<file path="src/hw/lpre_cfg.svh">
// constants for the led pwm ramp executor
`ifndef LPRE_CFG_SVH
`define LPRE_CFG_SVH

// register addresses
`define LPRE_ADDR_CTRL1      8'h06
`define LPRE_ADDR_CTRL2      8'h07
`define LPRE_ADDR_CTRL3      8'h08
`define LPRE_ADDR_VAR_A      8'h3b
`define LPRE_ADDR_VAR_D      8'h3c
`define LPRE_ADDR_TEST       8'h42

// control register fields and reset values
`define LPRE_CTRL_LOG_BIT    7
`define LPRE_CTRL_DSRC_BIT   6
`define LPRE_CTRL_RESET      8'h00
`define LPRE_VAR_RESET       8'h00
`define LPRE_PWM_RESET       8'h00
`define LPRE_PWM_MAX         8'hff

// numeric form fields
`define LPRE_NUM_PRESCALE    14
`define LPRE_NUM_STEP_HI     13
`define LPRE_NUM_STEP_LO     9
`define LPRE_NUM_SIGN        8
`define LPRE_NUM_COUNT_HI    7
`define LPRE_NUM_COUNT_LO    0

// variable form fields
`define LPRE_VAR_PRESCALE    5
`define LPRE_VAR_SIGN        4
`define LPRE_VAR_STEP_HI     3
`define LPRE_VAR_STEP_LO     2
`define LPRE_VAR_COUNT_HI    1
`define LPRE_VAR_COUNT_LO    0

// variable selector codes
`define LPRE_SEL_A           2'h0
`define LPRE_SEL_B           2'h1
`define LPRE_SEL_C           2'h2
`define LPRE_SEL_D           2'h3

// prescale: master clock 32768 hz divided by 16 or 512
`define LPRE_MASTER_HZ       32768
`define LPRE_DIV_FAST        16
`define LPRE_DIV_SLOW        512

`endif

</file>
<file path="src/hw/lpre_pkg.sv">
// types of the led pwm ramp executor
`include "lpre_cfg.svh"

package lpre_pkg;

  typedef logic [15:0] lpre_instr_t;
  typedef logic [7:0]  lpre_byte_t;
  typedef logic [4:0]  lpre_step_t;

  typedef enum logic {
    LPRE_IDLE,
    LPRE_RUN
  } lpre_state_t;

  typedef struct packed {
    lpre_state_t st;
    logic        prescale;
    logic        down;
    logic        fast;
    lpre_step_t  step_time;
    lpre_step_t  step_cnt;
    lpre_byte_t  remain;
    lpre_byte_t  pwm;
    lpre_byte_t  pwm_out;
    lpre_byte_t  var_a;
    lpre_byte_t  var_b;
    lpre_byte_t  var_c;
    lpre_byte_t  var_d;
    lpre_byte_t  ctrl;
    lpre_byte_t  rdata;
    logic        busy;
    logic        done;
  } lpre_regs_t;

  typedef struct packed {
    logic [8:0] cnt;
    logic       pulse;
  } lpre_timer_t;

endpackage : lpre_pkg

</file>
<file path="src/hw/lpre_step_timer.sv">
// prescale cycle timer driven by the 32768 hz master tick
`timescale 1ns/1ps
`default_nettype none
`include "lpre_cfg.svh"

module lpre_step_timer (
  input  wire logic clock,
  input  wire logic rst_n,
  input  wire logic clock_enable,
  input  wire logic restart,
  input  wire logic prescale_sel,
  input  wire logic master_tick,
  output logic      cycle_pulse
);
  import lpre_pkg::*;

  localparam logic [8:0] LAST_FAST = 9'(`LPRE_DIV_FAST - 1);
  localparam logic [8:0] LAST_SLOW = 9'(`LPRE_DIV_SLOW - 1);

  lpre_timer_t t;
  lpre_timer_t next_t;
  logic [8:0]  last;

  // divide by 16 or 512
  always_comb begin
    next_t = t;
    last = prescale_sel ? LAST_SLOW : LAST_FAST;
    next_t.pulse = 1'b0;
    if (restart) begin
      next_t.cnt = 9'h000;
    end else if (master_tick) begin
      if (t.cnt == last) begin
        next_t.cnt = 9'h000;
        next_t.pulse = 1'b1;
      end else begin
        next_t.cnt = t.cnt + 9'h001;
      end
    end
  end

  // state register, frozen while the enable is low
  always_ff @(posedge clock or negedge rst_n) begin
    if (!rst_n) begin
      t <= '0;
    end else if (clock_enable) begin
      t <= next_t;
    end
  end

  assign cycle_pulse = t.pulse;
endmodule : lpre_step_timer
`default_nettype wire

</file>
<file path="src/hw/lpre_ramp_executor.sv">
// ramp instruction executor of one program execution engine
//
// Notes on behaviour
// ramp starts at current pwm value, one unit per step, except zero cases
// numeric form: prescale from bit 14, step time from bits 13:9
// prescale 0 divides master clock by 16, prescale 1 by 512
// one step lasts step time times the prescale cycle
// zero step time does the whole change within one prescale cycle
// sign 0 raises the pwm value, sign 1 lowers it
// numeric form: bits 7:0 give the step count, up to 255
// pwm saturates at 0 or 255 but the ramp runs its full length
// zero count leaves pwm unchanged and waits one step duration
// variable form latches step time and count at start
// step time variable chosen by selector, only its five low bits
// count selector: 0 A, 1 B, 2 C, 3 global D
// program must load the step time variable with 1 to 31
// global D written at 0x3c, or taken from test result at 0x42
// variables A, B and C are written only by the load instruction
// only A of the locals is readable; D is readable and writable
// control bit selects logarithmic (1) or linear (0) curve
// after the last step the ramp retires, keeping the pwm value
`timescale 1ns/1ps
`default_nettype none
`include "lpre_cfg.svh"

module lpre_ramp_executor #(
  parameter int ENGINE_INDEX = 1
) (
  input  wire logic                clock,
  input  wire logic                resetn,
  input  wire logic                clock_enable,
  input  wire logic                master_tick,
  input  wire logic                start,
  input  wire logic                variable_form,
  input  wire lpre_pkg::lpre_instr_t instr,
  input  wire logic                pwm_load,
  input  wire lpre_pkg::lpre_byte_t pwm_load_value,
  input  wire logic                load_we,
  input  wire logic [1:0]          load_sel,
  input  wire lpre_pkg::lpre_byte_t load_value,
  input  wire lpre_pkg::lpre_byte_t led_test_value,
  input  wire logic [7:0]          reg_addr,
  input  wire logic                reg_we,
  input  wire logic                reg_re,
  input  wire lpre_pkg::lpre_byte_t reg_wdata,
  output lpre_pkg::lpre_byte_t     reg_rdata,
  output lpre_pkg::lpre_byte_t     pwm_out,
  output logic                     busy,
  output logic                     done
);
  import lpre_pkg::*;

  // ==========================================================
  // elaboration check
  // ==========================================================
  if (ENGINE_INDEX < 1 || ENGINE_INDEX > 3) begin : g_bad_engine
    $error("engine index must be 1, 2 or 3");
  end

  localparam logic [7:0] CTRL_ADDR =
    (ENGINE_INDEX == 1) ? `LPRE_ADDR_CTRL1 :
    (ENGINE_INDEX == 2) ? `LPRE_ADDR_CTRL2 : `LPRE_ADDR_CTRL3;

  // ==========================================================
  // functions
  // ==========================================================
  // saturating add or subtract of an amount to the pwm value
  function automatic lpre_byte_t sat_move(input lpre_byte_t v,
                                          input lpre_byte_t amt,
                                          input logic dn);
    logic [8:0] sum;
    sum = {1'b0, v} + {1'b0, amt};
    if (dn) begin
      sat_move = (amt > v) ? 8'h00 : 8'(v - amt);
    end else begin
      sat_move = sum[8] ? `LPRE_PWM_MAX : sum[7:0];
    end
  endfunction : sat_move

  // output curve: square law approximates the eye's log response
  function automatic lpre_byte_t curve(input lpre_byte_t v,
                                       input logic log_en);
    logic [15:0] sq;
    sq = ({8'h00, v} * {8'h00, v}) + 16'h00ff;
    curve = log_en ? sq[15:8] : v;
  endfunction : curve

  // variable selected by a two bit code
  function automatic lpre_byte_t pick(input logic [1:0] sel,
                                      input lpre_regs_t r,
                                      input lpre_byte_t d);
    unique case (sel)
      `LPRE_SEL_A: pick = r.var_a;
      `LPRE_SEL_B: pick = r.var_b;
      `LPRE_SEL_C: pick = r.var_c;
      `LPRE_SEL_D: pick = d;
    endcase
  endfunction : pick

  // ==========================================================
  // reset release
  // ==========================================================
  logic rst_meta;
  logic rst_n;

  // two flops release the asynchronous reset
  always_ff @(posedge clock or negedge resetn) begin
    if (!resetn) begin
      rst_meta <= 1'b0;
      rst_n <= 1'b0;
    end else begin
      rst_meta <= 1'b1;
      rst_n <= rst_meta;
    end
  end

  // ==========================================================
  // state
  // ==========================================================
  lpre_regs_t s;
  lpre_regs_t next_s;
  logic       cycle_pulse;
  logic       timer_restart;
  logic       start_prescale;
  lpre_byte_t var_d_eff;
  lpre_byte_t cnt_src;
  lpre_byte_t step_src;
  logic       step_end;
  lpre_byte_t remain_left;

  // prescale timer restarts with each ramp
  lpre_step_timer u_timer (
    .clock        (clock),
    .rst_n        (rst_n),
    .clock_enable (clock_enable),
    .restart      (timer_restart),
    .prescale_sel (timer_restart ? start_prescale : s.prescale),
    .master_tick  (master_tick),
    .cycle_pulse  (cycle_pulse)
  );

  // operand sources at start
  always_comb begin
    // global D from its register or from the test result
    var_d_eff = s.ctrl[`LPRE_CTRL_DSRC_BIT] ? led_test_value : s.var_d;
    start_prescale = variable_form ? instr[`LPRE_VAR_PRESCALE]
                                   : instr[`LPRE_NUM_PRESCALE];
    // step time variable, five low bits kept
    step_src = variable_form
      ? pick(instr[`LPRE_VAR_STEP_HI:`LPRE_VAR_STEP_LO], s, var_d_eff)
      : {3'h0, instr[`LPRE_NUM_STEP_HI:`LPRE_NUM_STEP_LO]};
    // step count variable
    cnt_src = variable_form
      ? pick(instr[`LPRE_VAR_COUNT_HI:`LPRE_VAR_COUNT_LO], s, var_d_eff)
      : instr[`LPRE_NUM_COUNT_HI:`LPRE_NUM_COUNT_LO];
    timer_restart = start && (s.st == LPRE_IDLE);
  end

  // next state
  always_comb begin
    next_s = s;
    next_s.done = 1'b0;
    step_end = 1'b0;
    remain_left = 8'h00;

    // only the load instruction writes A, B and C
    if (load_we) begin
      unique case (load_sel)
        `LPRE_SEL_A: next_s.var_a = load_value;
        `LPRE_SEL_B: next_s.var_b = load_value;
        `LPRE_SEL_C: next_s.var_c = load_value;
        `LPRE_SEL_D: next_s.var_d = s.var_d;
      endcase
    end

    // register writes
    if (reg_we) begin
      // global D written at its address
      if (reg_addr == `LPRE_ADDR_VAR_D) begin
        next_s.var_d = reg_wdata;
      end
      // curve select lives in the engine control register
      if (reg_addr == CTRL_ADDR) begin
        next_s.ctrl = reg_wdata;
      end
    end

    // register reads, unmapped addresses answer zero
    if (reg_re) begin
      if (reg_addr == `LPRE_ADDR_VAR_D) begin
        next_s.rdata = s.var_d;
      end else if (reg_addr == `LPRE_ADDR_VAR_A) begin
        next_s.rdata = s.var_a;
      end else if (reg_addr == `LPRE_ADDR_TEST) begin
        next_s.rdata = led_test_value;
      end else if (reg_addr == CTRL_ADDR) begin
        next_s.ctrl = next_s.ctrl;
        next_s.rdata = s.ctrl;
      end else begin
        next_s.rdata = 8'h00;
      end
    end

    unique case (s.st)
      LPRE_IDLE: begin
        if (pwm_load) begin
          next_s.pwm = pwm_load_value;
        end
        if (start) begin
          // operands latched once, later writes do not matter
          next_s.st = LPRE_RUN;
          next_s.busy = 1'b1;
          // prescale and step time of the numeric or variable form
          next_s.prescale = start_prescale;
          next_s.step_time = step_src[4:0];
          // sign picks the direction
          next_s.down = variable_form ? instr[`LPRE_VAR_SIGN]
                                      : instr[`LPRE_NUM_SIGN];
          // step count
          next_s.remain = cnt_src;
          next_s.fast = (step_src[4:0] == 5'h00);
          next_s.step_cnt = 5'h00;
        end
      end
      LPRE_RUN: begin
        if (cycle_pulse) begin
          if (s.fast) begin
            // whole change inside one prescale cycle
            next_s.pwm = sat_move(s.pwm, s.remain, s.down);
            next_s.remain = 8'h00;
            step_end = 1'b1;
          end else if (s.step_cnt + 5'h01 == s.step_time) begin
            // step spans step_time prescale cycles
            next_s.step_cnt = 5'h00;
            step_end = 1'b1;
            if (s.remain != 8'h00) begin
              // one unit per step, held at the limits
              next_s.pwm = sat_move(s.pwm, 8'h01, s.down);
              remain_left = s.remain - 8'h01;
              next_s.remain = remain_left;
            end
          end else begin
            next_s.step_cnt = s.step_cnt + 5'h01;
          end
          // a zero count still waits one step, retire
          if (step_end && (s.fast || remain_left == 8'h00)) begin
            next_s.st = LPRE_IDLE;
            next_s.busy = 1'b0;
            next_s.done = 1'b1;
          end
        end
      end
    endcase

    // log or linear curve on the output
    next_s.pwm_out = curve(next_s.pwm, next_s.ctrl[`LPRE_CTRL_LOG_BIT]);
  end

  // state register, frozen while the enable is low
  always_ff @(posedge clock or negedge rst_n) begin
    if (!rst_n) begin
      s <= '{st: LPRE_IDLE, ctrl: `LPRE_CTRL_RESET,
             var_a: `LPRE_VAR_RESET, var_b: `LPRE_VAR_RESET,
             var_c: `LPRE_VAR_RESET, var_d: `LPRE_VAR_RESET,
             pwm: `LPRE_PWM_RESET, pwm_out: `LPRE_PWM_RESET,
             default: '0};
    end else if (clock_enable) begin
      s <= next_s;
    end
  end

  assign reg_rdata = s.rdata;
  assign pwm_out = s.pwm_out;
  assign busy = s.busy;
  assign done = s.done;
endmodule : lpre_ramp_executor
`default_nettype wire

</file>
<file path="config.mk">
export PLATFORM = sky130hd
export DESIGN_NAME = lpre_ramp_executor
export DESIGN_NICKNAME = d
export VERILOG_FILES = /design/src/hw/lpre_pkg.sv /design/src/hw/lpre_step_timer.sv /design/src/hw/lpre_ramp_executor.sv
export VERILOG_INCLUDE_DIRS = /design/src /design/src/hw
export SDC_FILE = /design/constraint.sdc
export NUM_CORES = 1
export LEC_CHECK = 0
export ABC_CLOCK_PERIOD_IN_PS = 2790
export BUFFER_PORTS_ARGS = -buffer_cell sky130_fd_sc_hd__buf_2
export CORE_ASPECT_RATIO = 0.75
export CORE_MARGIN = 1.5
export CORE_UTILIZATION = 31
export CTS_CLUSTER_DIAMETER = 50
export CTS_CLUSTER_SIZE = 25
export DETAILED_ROUTE_END_ITERATION = 12
export RECOVER_POWER = 100
export SETUP_SLACK_MARGIN = 0.02
export SLEW_MARGIN = 20
export SYNTH_ARGS = -nofsm -noshare
export SYNTH_HDL_FRONTEND = slang
export SYNTH_HIERARCHICAL = 1
export SYNTH_SLANG_ARGS = --single-unit
</file>
<file path="constraint.sdc">
create_clock -name clock -period 2.79 [get_ports clock]
set_input_delay 0.558 -clock clock [delete_from_list [all_inputs] [get_ports clock]]
set_output_delay 0.558 -clock clock [all_outputs]
set_load 0.03 [all_outputs]
</file>
==> parameters.txt, run 1 <==
Parameter                              Value

Drt
  Sum of routed wire length over all layers    27.0 mm
  Count of TritonRoute iterations in the first routing pass    7
  Wire per inst    17.9 um
  Mean number of vias per cell    5.24
  Post-route DRC violation count    0
  Initial detailed-routing violation count    642
  Antenna viol nets, final    0
  Number of vias after detailed routing    7921

Synth
  Simple-gate share of the synthesized area    16.1%
  Summed instance area of the synthesized netlist    8490 sq um
  Area fraction in compound gates after synthesis    18.1%
  Number of synthesized register bits    100
  Dominant combinational cell family by area after synthesis    compound AO/OA/AOI/OAI gates
  Mean instance size in the synthesized netlist    9.32 sq um
  Cell with the most instances after synthesis    sky130_fd_sc_hd__dfrtp_1
  Number of warnings reported in the yosys synthesis log    6
  XOR/XNOR Fraction of Synth Area    2.26%
  Synthesized-area fraction occupied by adder cells    14.1%
  Share of Yosys cell area claimed by the top area cell type    29.5%
  Number of enable flip-flop cells after synthesis    0
  Distinct cell type count after synthesis    92
  Synth Flop Type    sky130_fd_sc_hd__dfrtp_1
  Post-synth top cells    100 x sky130_fd_sc_hd__dfrtp_1, 81 x sky130_fd_sc_hd__inv_1, 70 x sky130_fd_sc_hd__nand2_1, 67 x sky130_fd_sc_hd__nor2_1, 59 x sky130_fd_sc_hd__o21ai_0
  Sequential share of the synthesized area    29.5%
  Share of async-settable or async-resettable flops after synthesis    100%
  Share of cell area taken by muxes after synthesis    12.7%
  Synth top area cells    sky130_fd_sc_hd__dfrtp_1 29%, sky130_fd_sc_hd__fa_1 7.3%, sky130_fd_sc_hd__mux2_2 7.2%
  Post-Synthesis Net Count    1056
  Post-Synthesis Cells    911
  Leading area contributor after synthesis    sky130_fd_sc_hd__dfrtp_1

STA
  Headroom to the max-slew limit    -41.7%
  Setup repair after global routing missed its margin    yes
  Final Slew Violations    51
  Maximum operating frequency    158 MHz
  Final critical-path required period    6.34 ns
  Minimum setup slack in the final design    -3.55 ns
  Count of endpoints failing setup in the final report    10
  Final Skew    0.00951 ns
  Worst Tran Pin Value    2.12 ns
  Crit share post-route    227%
  Final Hold Fails    0

Setup path
  Endpoint arrival time on the critical path    6.63 ns
  Start point of the critical path    s[66]
  Number of cell instances on the worst register-to-register path    27
  Most frequent CP cell    sky130_fd_sc_hd__fa_1
  Largest fanout on the critical path    7
  Flop2flop setup slack    -3.55 ns
  Crit path kind    reg2reg
  Crit path largest cell delay    0.55 ns
  Highest-delay cell along the critical path    sky130_fd_sc_hd__fa_1
  Critical Path Source Type    flip-flop
  Crit path required time    3.08 ns
  Critical Path Sink Type    flip-flop
  Launch instance of the worst register-to-register path    s[66]

Global route
  Global-route wire length before repair    43.4 mm
  Vias in the first global route    7894
  Pin count of the biggest net entering global routing    51
  Total GRT Usage    19.2%
  Antenna violations before repair    0
  Global-route congestion overflow total    0

Clock tree
  Clock tree from TritonCTS    built
  Maximum buffer depth of the clock tree    2
  Clock transition at the registers of the reported paths    0.08 ns
  Clk sink count    100
  Number of buffers created by CTS    9
  Buffer cell driving the clock tree root    sky130_fd_sc_hd__clkbuf_16
  H-tree lvl count    3
  Latest clock arrival within the worst-skew pair    0.36 ns

Finish
  Filler Cell Count    2670
  Layout cell share with drive strength beyond 1    40.2%
  Net count, final    1302
  Signed area change from the synthesized netlist to the final layout    35.8%
  Number of antenna cells inserted    0
  Final standard cell utilization of the core    42.8%

Floorplanning
  Core area    26900 sq um
  Area enclosed by the die boundary    28400 sq um
  Vertical die dimension    146 um
  Ports placed on the boundary    86
  Row Count    52
  Starting density of the core    31.5%
  Die Wd    194 um

Placed design
  Count of port buffers added during placement    84
  DP Wirelength    21.0 mm
  Global placer's final weighted congestion    0.929

Worst hold path
  Hold/Removal Path Class    reg2reg
  Worst hold start    rst_meta
  Cell depth of the worst min-delay path    0

Run status
  Violations in the final reports    capacitance limit, slew limit, setup timing
  Status    complete, but fails checks

Job
  Number of max-capacitance violations reported    1
==> per-layer routing <==
layer	share of wire, %	vias to the layer above	GRT usage, %
li1	-	3765	-
met1	50	3921	28.7
met2	44	209	29.0
met3	4.9	26	2.84
met4	1.2	0	4.57
met5	0	-	0
==> layout make-up <==
| cell class | instances | area, sq um | area share [%] |
|---|---|---|---|
| Inverter | 83 | 322 | 2.79 |
| Sequential cell | 100 | 2510 | 21.8 |
| Clock inverter | 7 | 86.3 | 0.749 |
| Clock buffer | 9 | 225 | 1.95 |
| Timing Repair Buffer | 291 | 2040 | 17.7 |
| Multi-Input combinational cell | 672 | 5910 | 51.2 |
| Tap cell | 351 | 439 | 3.81 |
==> per-stage QoR <==
step | cell area [sq um] | TNS, ns | hold slack, ns | instances | worst slack [ns]
floorplan | 8620 | -25.28 | 0.262 | 911 | -3.23
detailed placement | 10500 | -29.60 | 0.339 | 1465 | -3.83
global route | 11500 | -36.15 | 0.372 | 1513 | -3.81
finish | 11500 | -28.10 | 0.355 | 1513 | -3.55
global placement | 10500 | -29.31 | 0.333 | 1465 | -3.71
CTS | 11200 | -28.11 | 0.358 | 1493 | -3.56
==> kinds of logic after synthesis <==
kind of cell,Yosys count
DFF,100
adders and majority gates,77
muxes,87
xor gates and xnor gates,21
AOI/OAI and AO/OA,217
buffers and inverters,139
and+or+nand+nor,269
other,1
==> cells in the final DEF, fill, tap and decap left out, drive strengths merged, types with 5 or more instances in the layout <==
cell,instances
mux2i,21
o21ai,64
ha,46
nor4,6
o221ai,9
mux4,11
nand3,28
dfrtp,100
inv,86
clkbuf,35
o22ai,7
nor2,67
nand4,6
or3,10
o31ai,8
o211ai,5
a221oi,13
nand2,70
a31oi,11
buf,264
nor3,23
xnor2,15
o21a,5
a22o,12
mux2,55
and3,8
fa,31
nand2b,15
or2,7
a21o,6
nor2b,8
a21oi,37
xor2,6
==> worst max-delay path, delay by kind of cell (launching register included) <==
family / cells / cell delay [ns]
compound gates: 6 / 0.85
fa+ha+maj: 7 / 2.96
buf+inv: 7 / 0.80
flops: 1 / 0.46
simple gates: 7 / 1.20
==> state kept, by name, indices dropped and copies added, names as in the netlist <==
register and flops:
reg_rdata 8, busy 1, u_timer/t 9, rst_n 1, pwm_out 8, u_timer/cycle_pulse 1
done 1, s 70, rst_meta 1
==> timing repair <==
item	in CTS	in global routing
setup buffers	11	20
hold buffers	1	0
gates cloned	0	0
pin swaps	28	48
resized for setup	56	57
endpoints found under the setup margin	14	25
hold endpoints to repair	2	0
==> path summary, 6_finish.rpt <==
| path | to |
|---|---|
| max in group asynchronous | pwm_out[4] |
| setup / recovery | pwm_out[6] |
| hold / removal | rst_n |
| setup reg to reg | pwm_out[6] |
| min in group asynchronous | rst_meta |
| hold reg to reg | rst_n |
Power of run 1 is not shown: default switching activity piles up to over one toggle a cycle in this logic, so the estimate is an artifact.
==> run 2, diff against run 1 <==
--- a/config.mk
+++ b/config.mk
@@ -14,7 +14,6 @@
 export CTS_CLUSTER_DIAMETER = 50
 export CTS_CLUSTER_SIZE = 25
 export DETAILED_ROUTE_END_ITERATION = 12
-export RECOVER_POWER = 100
 export SETUP_SLACK_MARGIN = 0.02
 export SLEW_MARGIN = 20
 export SYNTH_ARGS = -nofsm -noshare
==> run 2 against run 1 <==
Routed wire length down 0.21%; maximum frequency barely moved; sequential share of layout area shrank 0.12 points; cell area increased by 0.73%; largest cell class unchanged; the flow finishes with violations (setup timing); clock skew rose by 0.0014 ns.
==> parameters.txt, run 2 (synthesis gave the netlist of run 1 again) <==
Parameter                              Value

STA
  Maximum operating frequency    158 MHz (about the same)
  Final Hold Fails    0 (unchanged)
  Worst Tran Pin Value    0.716 ns (was 2.12 ns)
  Setup repair after global routing missed its margin    yes (unchanged)
  Final critical-path required period    6.34 ns (about the same)
  Minimum setup slack in the final design    -3.55 ns (about the same)
  Headroom to the max-slew limit    52.3% (was -41.7%)
  Total negative setup slack    -28.08 ns (was -28.10 ns)
  Crit share post-route    227% (about the same)
  Count of endpoints failing setup in the final report    10 (unchanged)
  Final Skew    0.0109 ns (was 0.00951 ns)
  Final Slew Violations    0 (was 51)

Clock tree
  Clock tree from TritonCTS    built (unchanged)
  Latest clock arrival within the worst-skew pair    0.36 ns (about the same)
  Clk sink count    100 (unchanged)
  Buffer cell driving the clock tree root    sky130_fd_sc_hd__clkbuf_16 (unchanged)
  Clock transition at the registers of the reported paths    0.08 ns (about the same)
  Maximum buffer depth of the clock tree    2 (unchanged)
  Number of buffers created by CTS    9 (unchanged)
  H-tree lvl count    3 (unchanged)

Worst hold path
  Hold/Removal Path Class    reg2reg (unchanged)
  Worst hold start    rst_meta (unchanged)

Setup path
  Crit path required time    3.08 ns (about the same)
  Highest-delay cell along the critical path    sky130_fd_sc_hd__fa_1 (unchanged)
  Endpoint arrival time on the critical path    6.63 ns (about the same)
  Buffers & Inverters on Critical Path    7 (unchanged)
  Largest fanout on the critical path    7 (unchanged)
  Crit path kind    reg2reg (unchanged)
  Critical Path Sink Type    flip-flop (unchanged)
  Crit path largest cell delay    0.55 ns (about the same)
  Start point of the critical path    s[66] (unchanged)
  Most frequent CP cell    sky130_fd_sc_hd__fa_1 (unchanged)
  Critical Path Source Type    flip-flop (unchanged)
  Launch instance of the worst register-to-register path    s[66] (unchanged)
  Largest delay share family, worst path    adder cells (unchanged)

Drt
  Wire per inst    17.8 um (was 17.9 um)
  Initial detailed-routing violation count    595 (was 642)
  Post-route DRC violation count    0 (unchanged)
  Count of TritonRoute iterations in the first routing pass    8 (was 7)
  Antenna viol nets, final    0 (unchanged)
  Number of vias after detailed routing    7949 (was 7921)
  Sum of routed wire length over all layers    27.0 mm (about the same)
  Mean number of vias per cell    5.25 (was 5.24)

Floorplanning
  Starting density of the core    31.5% (unchanged)
  Ports placed on the boundary    86 (unchanged)
  Row Count    52 (unchanged)
  Area enclosed by the die boundary    28400 sq um (unchanged)
  Core area    26900 sq um (unchanged)
  Die Wd    194 um (unchanged)
  Vertical die dimension    146 um (unchanged)

Finish
  Number of antenna cells inserted    0 (unchanged)
  Filler Cell Count    2655 (was 2670)
  Final standard cell count with taps included and fillers excluded    1513 (unchanged)
  Signed area change from the synthesized netlist to the final layout    36.8% (was 35.8%)
  Commonest cells after routing, fill and taps aside    187 x sky130_fd_sc_hd__buf_4, 94 x sky130_fd_sc_hd__dfrtp_1, 84 x sky130_fd_sc_hd__buf_2 (was 181 x sky130_fd_sc_hd__buf_4, 95 x sky130_fd_sc_hd__dfrtp_1, 72 x sky130_fd_sc_hd__inv_1)
  Largest register FFs    70 (unchanged)
  Largest register by flop count    s (unchanged)
  Final standard cell utilization of the core    43.1% (was 42.8%)
  Net count, final    1302 (unchanged)
  Finished Cell Area    11600 sq um (was 11500 sq um)
  Most common cell after layout, fill and taps aside    sky130_fd_sc_hd__buf_4 (unchanged)
  Biggest registers after layout    s (70), u_timer/t (9) (unchanged)
  Layout cell share with drive strength beyond 1    42.7% (was 40.2%)

Placed design
  Global placer's final weighted congestion    0.929 (unchanged)
  Count of port buffers added during placement    84 (unchanged)
  DP Wirelength    21.0 mm (unchanged)
  Count of placed standard cells including taps    1465 (unchanged)
  Post-Place Cell Area    10500 sq um (unchanged)

Global route
  Global-route congestion overflow total    0 (unchanged)
  Pin count of the biggest net entering global routing    51 (unchanged)
  Antenna violations before repair    0 (unchanged)
  Global-route wire length before repair    43.4 mm (unchanged)
  Vias in the first global route    7894 (unchanged)
  Total GRT Usage    19.2% (unchanged)

Job
  Number of max-capacitance violations reported    0 (was 1)

Run status
  Violations in the final reports    setup timing (was capacitance limit, slew limit, setup timing)
  Status    complete, but fails checks (unchanged)
run 2: repair_timing:
action,CTS,global route
endpoints found under the hold margin,2,0
pin swaps,28,48
endpoints found under the setup margin,14,25
resized for setup,56,57
hold buffers,1,0
buffers inserted,11,20
run 2: path summary, 6_finish.rpt:
| kind | slack [ns] | cells past startpoint | to |
|---|---|---|---|
| setup reg to reg | -3.55 | 27 | pwm_out[6] |
| min in group asynchronous | 0.38 | 0 | reg_rdata[3] |
| setup / recovery | -3.55 | 27 | pwm_out[6] |
| hold / removal | 0.36 | 0 | rst_n |
| hold reg to reg | 0.36 | 0 | rst_n |
| max in group asynchronous | 1.67 | 1 | u_timer/t[4] |
run 2: through the flow:
stage | setup WS (ns) | hold slack (ns)
after floorplan | -3.23 | 0.262
after global placement | -3.71 | 0.333
after detailed placement | -3.83 | 0.339
after CTS | -3.56 | 0.358
after global routing | -3.81 | 0.372
final | -3.55 | 0.356
run 2: area by class of cell:
| type | instances | area [sq um] | area share (%) |
|---|---|---|---|
| multi-input combinational | 672 | 5930 | 51.1 |
| sequential | 100 | 2510 | 21.6 |
| timing repair buffer | 291 | 2100 | 18.0 |
| tap | 351 | 439 | 3.78 |
| inverter | 83 | 322 | 2.77 |
| clock buffer | 9 | 225 | 1.94 |
| clock inverter | 7 | 86.3 | 0.744 |
run 2: per-layer routing:
layer	wire length [um]	share of wire (%)	global-route usage, %	up-vias
met5	0	0	0	-
met4	347	1.3	4.57	0
met3	1400	5.2	2.84	29
met2	11900	44	29.0	218
met1	13400	50	28.7	3933
li1	-	-	-	3769
Power of run 2 is left out for the same reason.
